$ cat src/adc_cfg_pkg.sv
package adc_cfg_pkg;
    // Register addresses (8-bit serial address field)
    localparam logic [7:0] ADDR_SOFT_RESET = 8'h00;
    localparam logic [7:0] ADDR_POWER      = 8'h0f;
    localparam logic [7:0] ADDR_DRIVE      = 8'h11;
    localparam logic [7:0] ADDR_TERM       = 8'h12;
    localparam logic [7:0] ADDR_POLARITY   = 8'h24;
    localparam logic [7:0] ADDR_PATTERN    = 8'h25;
    localparam logic [7:0] ADDR_CODE1      = 8'h26;
    localparam logic [7:0] ADDR_CODE2      = 8'h27;

    // Serial word layout
    localparam int WORD_BITS   = 24;
    localparam int ADDR_BITS   = 8;
    localparam int DATA_BITS   = 16;
    localparam logic [4:0] LAST_BIT = 5'h17;

    // Field positions
    localparam int SOFT_RESET_BIT = 0;
    localparam int PAT_RAMP_BIT   = 6;
    localparam int PAT_DUAL_BIT   = 5;
    localparam int PAT_SINGLE_BIT = 4;

    // Writable bit masks per register
    localparam logic [15:0] MASK_POWER    = 16'h0f7f;
    localparam logic [15:0] MASK_DRIVE    = 16'h07ff;
    localparam logic [15:0] MASK_TERM     = 16'h47ff;
    localparam logic [15:0] MASK_POLARITY = 16'h007f;
    localparam logic [15:0] MASK_PATTERN  = 16'h0070;

    // Reset values
    localparam logic [15:0] RST_POWER    = 16'h0000;
    localparam logic [15:0] RST_DRIVE    = 16'h0000;
    localparam logic [15:0] RST_TERM     = 16'h0000;
    localparam logic [15:0] RST_POLARITY = 16'h0000;
    localparam logic [15:0] RST_PATTERN  = 16'h0000;
    localparam logic [15:0] RST_CODE     = 16'h0000;
endpackage

$ cat src/adc_config_register_bank.sv
`timescale 1ns/1ps
// Overview of operation
// - Sixteen-bit first custom code register at 0x26, used by both custom patterns.
// - Bit zero of the first custom code is the output LSB.
// - Single custom pattern drives the first custom code constantly.
// - Polarity register bits 3:0 swap inputs per channel in quad setup.
// - Polarity register bits 5:4 swap inputs per channel in dual setup.
// - Polarity register bit 6 swaps input of the single channel.
// - All polarity swap bits clear after reset.
// - Power register holds quad, dual and single sleep bits, inactive after reset.
// - Power register bits 11:10 select power-down pin function, power-down default.
// - Soft reset bit restores all registers to defaults, then self-clears.
// - Serial word is 8 address bits then 16 data bits, loaded into register.
// - Dual custom pattern alternates first and second custom codes.
module adc_config_register_bank (
    input  wire logic        i_clk,                      // Serial clock
    input  wire logic        i_reset_pin_n,                   // Reset pin, active low
    input  wire logic        i_csn,                      // Chip select, active low
    input  wire logic        i_sdata,                    // Serial data
    input  wire logic        i_sample_en,                // Sample strobe, same domain
    input  wire logic [15:0] i_sample,                   // Converted sample
    output logic [3:0]       o_quad_channel_doze_bits,   // Quad sleep
    output logic [1:0]       o_dual_channel_doze_bits,   // Dual sleep
    output logic             o_single_channel_doze_bit,  // Single sleep
    output logic             o_sleep,                    // Chip sleep
    output logic             o_power_down_bit,           // Chip power-down
    output logic [1:0]       o_powerdown_pin_function,   // PD pin function
    output logic [15:0]      o_drive_cfg,                // LVDS drive
    output logic [15:0]      o_term_cfg,                 // LVDS termination
    output logic [3:0]       o_quad_polarity_swap,       // Quad swap
    output logic [1:0]       o_dual_polarity_swap,       // Dual swap
    output logic             o_single_polarity_swap,     // Single swap
    output logic [15:0]      o_data_out                  // Output data word
);
    typedef struct packed {
        logic [15:0] power;
        logic [15:0] drive;
        logic [15:0] term;
        logic [15:0] polarity;
        logic [15:0] pattern;
        logic [15:0] code1;
        logic [15:0] code2;
        logic        toggle;
        logic [15:0] ramp;
        logic [15:0] dout;
    } bank_s;

    bank_s       st_ff;
    bank_s       nxt_st;
    logic        sdata_m_ff;
    logic        sdata_s_ff;
    logic        csn_m_ff;
    logic        csn_s_ff;
    logic        wr_valid;
    logic [23:0] wr_word;
    logic [7:0]  wr_addr;
    logic [15:0] wr_data;

    ////////////////////////////////////////////////////////////////////////
    // Pins are resynchronised even though this block runs on the serial clock
    always_ff @(posedge i_clk or negedge i_reset_pin_n) begin
        if (!i_reset_pin_n) begin
            sdata_m_ff <= 1'b0;
            sdata_s_ff <= 1'b0;
            csn_m_ff   <= 1'b1;
            csn_s_ff   <= 1'b1;
        end else begin
            sdata_m_ff <= i_sdata;
            sdata_s_ff <= sdata_m_ff;
            csn_m_ff   <= i_csn;
            csn_s_ff   <= csn_m_ff;
        end
    end

    serial_word_shifter u_shift (
        .i_clk    (i_clk),
        .i_reset_pin_n (i_reset_pin_n),
        .i_csn    (csn_s_ff),
        .i_sdata  (sdata_s_ff),
        .o_valid  (wr_valid),
        .o_word   (wr_word)
    );

    // Address leads, data follows
    assign wr_addr = wr_word[23:16];
    assign wr_data = wr_word[15:0];

    ////////////////////////////////////////////////////////////////////////
    // Register writes, soft reset and pattern generator
    always_comb begin
        nxt_st = st_ff;
        if (wr_valid) begin
            case (wr_addr)
                adc_cfg_pkg::ADDR_SOFT_RESET: begin
                    // Soft reset bit is never stored, so it reads as self-cleared
                    if (wr_data[adc_cfg_pkg::SOFT_RESET_BIT]) begin
                        nxt_st.power    = adc_cfg_pkg::RST_POWER;
                        nxt_st.drive    = adc_cfg_pkg::RST_DRIVE;
                        nxt_st.term     = adc_cfg_pkg::RST_TERM;
                        nxt_st.polarity = adc_cfg_pkg::RST_POLARITY;
                        nxt_st.pattern  = adc_cfg_pkg::RST_PATTERN;
                        nxt_st.code1    = adc_cfg_pkg::RST_CODE;
                        nxt_st.code2    = adc_cfg_pkg::RST_CODE;
                    end
                end
                adc_cfg_pkg::ADDR_POWER:    nxt_st.power    = wr_data & adc_cfg_pkg::MASK_POWER;
                adc_cfg_pkg::ADDR_DRIVE:    nxt_st.drive    = wr_data & adc_cfg_pkg::MASK_DRIVE;
                adc_cfg_pkg::ADDR_TERM:     nxt_st.term     = wr_data & adc_cfg_pkg::MASK_TERM;
                adc_cfg_pkg::ADDR_POLARITY: nxt_st.polarity = wr_data & adc_cfg_pkg::MASK_POLARITY;
                adc_cfg_pkg::ADDR_PATTERN:  nxt_st.pattern  = wr_data & adc_cfg_pkg::MASK_PATTERN;
                adc_cfg_pkg::ADDR_CODE1:    nxt_st.code1    = wr_data;
                adc_cfg_pkg::ADDR_CODE2:    nxt_st.code2    = wr_data;
                default: begin
                    // Addresses outside this bank are ignored
                end
            endcase
        end
        // Output word updates once per sample strobe
        if (i_sample_en) begin
            nxt_st.toggle = ~st_ff.toggle;
            nxt_st.ramp   = st_ff.ramp + 16'h0001;
            if (st_ff.pattern[adc_cfg_pkg::PAT_RAMP_BIT]) begin
                nxt_st.dout = st_ff.ramp;
            end else if (st_ff.pattern[adc_cfg_pkg::PAT_DUAL_BIT]) begin
                nxt_st.dout = st_ff.toggle ? st_ff.code2 : st_ff.code1;
            end else if (st_ff.pattern[adc_cfg_pkg::PAT_SINGLE_BIT]) begin
                nxt_st.dout = st_ff.code1;
            end else begin
                nxt_st.dout = i_sample;
            end
        end
    end

    always_ff @(posedge i_clk or negedge i_reset_pin_n) begin
        if (!i_reset_pin_n) begin
            st_ff <= '0;
        end else begin
            st_ff <= nxt_st;
        end
    end

    ////////////////////////////////////////////////////////////////////////
    // Field decode; every source is a bit of the registered state
    assign o_quad_channel_doze_bits  = st_ff.power[3:0];
    assign o_dual_channel_doze_bits  = st_ff.power[5:4];
    assign o_single_channel_doze_bit = st_ff.power[6];
    assign o_sleep                   = st_ff.power[8];
    assign o_power_down_bit          = st_ff.power[9];
    assign o_powerdown_pin_function  = st_ff.power[11:10];
    assign o_drive_cfg               = st_ff.drive;
    assign o_term_cfg                = st_ff.term;
    assign o_quad_polarity_swap      = st_ff.polarity[3:0];
    assign o_dual_polarity_swap      = st_ff.polarity[5:4];
    assign o_single_polarity_swap    = st_ff.polarity[6];
    assign o_data_out                = st_ff.dout;
endmodule // adc_config_register_bank

$ cat src/serial_word_shifter.sv
`timescale 1ns/1ps
// Collects one 24-bit word per select pulse; excess bits are dropped.
module serial_word_shifter (
    input  wire logic        i_clk,      // Serial clock
    input  wire logic        i_reset_pin_n,   // Async reset, active low
    input  wire logic        i_csn,      // Chip select, active low
    input  wire logic        i_sdata,    // Serial data
    output logic             o_valid,    // One-cycle word strobe
    output logic [23:0]      o_word      // Address and data word
);
    typedef struct packed {
        logic [4:0]  cnt;
        logic        done;
        logic [23:0] sh;
        logic        valid;
    } shift_s;

    shift_s st_ff;
    shift_s nxt_st;

    ////////////////////////////////////////////////////////////////////////
    // Shift on each rising edge while selected; stop after the first word
    always_comb begin
        nxt_st = st_ff;
        nxt_st.valid = 1'b0;
        if (i_csn) begin
            nxt_st.cnt = 5'h00;
            nxt_st.done = 1'b0;
        end else if (!st_ff.done) begin
            nxt_st.sh = {st_ff.sh[22:0], i_sdata};
            if (st_ff.cnt == adc_cfg_pkg::LAST_BIT) begin
                nxt_st.valid = 1'b1;
                nxt_st.done = 1'b1;     // Extra bits ignored
            end else begin
                nxt_st.cnt = st_ff.cnt + 5'h01;
            end
        end
    end

    always_ff @(posedge i_clk or negedge i_reset_pin_n) begin
        if (!i_reset_pin_n) begin
            st_ff <= '0;
        end else begin
            st_ff <= nxt_st;
        end
    end

    assign o_valid = st_ff.valid;
    assign o_word  = st_ff.sh;
endmodule // serial_word_shifter

$ cat config.mk
export PLATFORM = sky130hd
export DESIGN_NAME = adc_config_register_bank
export DESIGN_NICKNAME = d
export VERILOG_FILES = /design/src/adc_cfg_pkg.sv /design/src/adc_config_register_bank.sv /design/src/serial_word_shifter.sv
export SDC_FILE = /design/constraint.sdc
export NUM_CORES = 1
export LEC_CHECK = 0
export BUFFER_PORTS_ARGS = -buffer_cell sky130_fd_sc_hd__buf_2
export CORE_AREA = 10 10 116 118
export DETAILED_ROUTE_END_ITERATION = 7
export DIE_AREA = 0 0 126 128
export PLACE_DENSITY_LB_ADDON = 0.15
export SLEW_MARGIN = 15
export SYNTH_ARGS = -nofsm -noshare
export SYNTH_HDL_FRONTEND = slang
export SYNTH_SLANG_ARGS = --single-unit
$ cat constraint.sdc
create_clock -name i_clk -period 4.4 [get_ports i_clk]
set_input_delay 0.88 -clock i_clk [delete_from_list [all_inputs] [get_ports i_clk]]
set_output_delay 0.88 -clock i_clk [all_outputs]
set_load 0.01 [all_outputs]
==> results.md <==
- Status: completed
- Synth async-reset ratio: 1.00
- Initial DRC count: 345
- Max incr delay on CP: 0.69 ns
- RSZ-0062 raised after global routing: no
- WP data arrival: 2.67 ns
- Router iterations before antenna repair: 4
- Total negative slack: 0 ns
- Seq/Total Area, Yosys: 0.547
- Final hold violations: 0
- Worst R2R Setup Slack: 2.02 ns
- Reg clk slew, reported paths: 0.06 ns
- Sequential fraction of design power: 0.466
- Hold_sp: csn_m_ff
- Clock power share: 0.437
- Most instantiated library cell after synthesis: dfrtp_1
- Avg Cell Area, Syn: 11.9 sq um
- Pleak: 3.50 nW
- Final-layout fill cell count: around 880
- IR Drop Worst-Case VDD: 0.447 mV
- WL final: 14200 um
- Worst-path cell chain: or3_1 > nor3_4 > nor2_2 > a22o_1
- Final Skew: 0.00876 ns
- Synth Instances: 554
- Worst reg-to-reg path cell count: 4
- Total CTS buffers: 17
- Ranking of synthesized cells by area: dfrtp_1, a22o_1, buf_4
- Hpwl dp: 9470 um
- Synthesis Warnings: 0
- Core footprint: roughly 11000 sq um
- DIE HEIGHT: 128 um
- Yosys cell types: 43
- Number of synthesized flops with an enable pin: 0
- Critical path class: reg -> reg
- CP max stage cell: nor3_4
- Starting Density: 0.587
- Fin nets: 582
- Share of the synthesized area in the top cell type: 0.539
- Max-slew violation count: 0
- CTS max path bufs: 2
- Net Sw Power: 963 uW
- WL/cell: roughly 20 um
- Routability cong.: 0.809
- Total Power: 3.77 mW
- Reg area: 3610 sq um
- Synth Cell Area: 6590 sq um
- Combinational fraction of design power: 0.097
- GRT Total Usage: 0.179
- Root Buffer: clkbuf_16
- Rel. slew slack: 0.239
- Max_cap viols: 0
- Final setup fails: 0
- Synth-to-Final Area Change: 9.93%
- Sink Count: 144
- Hold WC Path Type: reg -> reg
- Port Buffer Count: 77
- Vias: 4245
- First-pass GRT wire length: approximately 23000 um
- Antenna-violating nets left: 0
- Fin crit period: 2.38 ns
- I/O pin total: 87
- Layout cells sized above 1: 0.256
- Hold_buf cts: 0
- Worst reg2reg startpoint: u_shift.o_word[20]
- Leading cell types by count after synthesis: dfrtp_1, a22o_1, buf_4, nor2_1, mux2_2
- Hold path cells: 0
- Setup Fix Bufs, Post-CTS: 0
- Vias per inst: 5.95
- Clk_lat worst skew: a little over 0.4 ns
- Pint: 2.80 mW
- PD cells: 520 nW/um^2
- Multi-input gate area: 2370 sq um
- Sw frac: 0.256
- Vias in the first global route: 4298
- FMAX: 421 MHz
- H-tree levels: 4
- Ys flop type: dfrtp_1
- PostCTS Resize Cnt: 0
- Die X: around 130 um
- Crit path launch type: flop
- Die area: between 15000 and 20000 sq um
- Leading area contributor after synthesis: dfrtp_1
- Actual slew at the worst max-slew pin: 1.14 ns
- CTS tree: done
- Number of placement rows: 39
- GRT overflow: 0
- Worst Path Max Fanout: 17
- Largest net degree at the start of global routing: 122
- Period Utilization, post-route: 0.540
- Worst Setup End Kind: flop
- Antenna violations before repair: 0
- ANT cells: 0
- FF+latch count, synth: roughly 140
- Drt drc: 0
- CP Launch Point: u_shift.o_word[20]
- Req. time, crit path: 4.69 ns
routing by layer:
| layer | share of wire | global-route usage |
|---|---|---|
| met2 | 0.50 | 0.282 |
| met1 | 0.44 | 0.236 |
| met5 | 0 | 0 |
| met4 | 0.0063 | 0.0496 |
| met3 | 0.056 | 0.0517 |
flip-flops by register name (all words and copies together), names as in the netlist:
register                   count
st_ff                         52
u_shift.o_word                24
o_data_out                    16
o_term_cfg                    12
o_drive_cfg                   11
u_shift.st_ff                  6
o_quad_channel_doze_bits       4
o_quad_polarity_swap           4
o_dual_channel_doze_bits       2
o_dual_polarity_swap           2
o_powerdown_pin_function       2
csn_m_ff                       1
csn_s_ff                       1
o_power_down_bit               1
o_single_channel_doze_bit      1
o_single_polarity_swap         1
o_sleep                        1
sdata_m_ff                     1
sdata_s_ff                     1
u_shift.o_valid                1
cell families (layout without fill, tap and decap cells):
| logic type | Yosys count | in the layout | share of synthesized area |
|---|---|---|---|
| buffers and inverters | 102 | 110 | 0.0995 |
| other | 1 | 9 | 0.000569 |
| xor gates and xnor gates | 19 | 19 | 0.0253 |
| and+or+nand+nor | 118 | 118 | 0.100 |
| muxes | 40 | 40 | 0.0655 |
| AOI/OAI and AO/OA | 128 | 128 | 0.158 |
| DFF | 144 | 144 | 0.547 |
| adders and majority gates | 2 | 2 | 0.00380 |
per-stage QoR:
stage / util / setup slack [ns] / hold slack (ns) / area [sq um] / std cells
5_1_grt: 0.645 / 1.84 / 0.360 / 7240 / 713
4_1_cts: 0.645 / 1.96 / 0.358 / 7240 / 713
2_1_floorplan: - / 2.51 / 0.331 / 6620 / 562
3_5_place_dp: 0.585 / 1.84 / 0.344 / 6560 / 683
6_report: 0.645 / 2.02 / 0.357 / 7240 / 713
3_3_place_gp: 0.585 / 1.92 / 0.336 / 6560 / 683
power by group through the flow:
stage	Sequential [mW]	Combinational (mW)	Clock, mW
2_1_floorplan	1.61	0.400	0
3_3_place_gp	1.76	0.355	0
3_5_place_dp	1.77	0.369	0
4_1_cts	1.75	0.372	1.67
5_1_grt	1.78	0.402	1.73
6_report	1.75	0.365	1.65
critical path: cells and delay by family (launching register included):
family	cells	cell delay, ns
AO/OA/AOI/OAI	1	0.27
flip-flops	1	0.41
AND/OR/NAND/NOR	3	1.58
worst paths after layout:
kind,to
hold / removal,csn_s_ff
setup reg to reg,st_ff[41]
hold reg to reg,csn_s_ff
min in group asynchronous,o_term_cfg[3]
setup / recovery,st_ff[41]
max in group asynchronous,csn_s_ff
layout make-up:
class / instances / share of cell area
clock buffers: 19 / 0.0611
flip-flops and latches: 144 / 0.498
clock inverters: 11 / 0.0326
well taps: 143 / 0.0247
multi-input cells: 316 / 0.327
repair buffers: 80 / 0.0572
cells in the final DEF (no fill, tap or decap), types with 3 or more instances in the layout:
master / count
nand2_1: 24
nor3_4: 3
mux2i_1: 15
buf_4: 3
mux2_2: 25
buf_2: 76
a211oi_1: 16
nand3b_1: 3
clkbuf_16: 17
nand3_1: 8
nor2_2: 3
dfrtp_1: 142
a31oi_1: 16
or3_1: 3
o21ai_0: 3
nor2b_1: 15
nor2_1: 31
a22o_1: 76
xnor2_1: 9
bufinv_16: 7
a211o_1: 15
nand4_1: 5
nor3_1: 5
xor2_1: 10
conb_1: 9
Note: power is estimated with default switching activity, not from simulation.
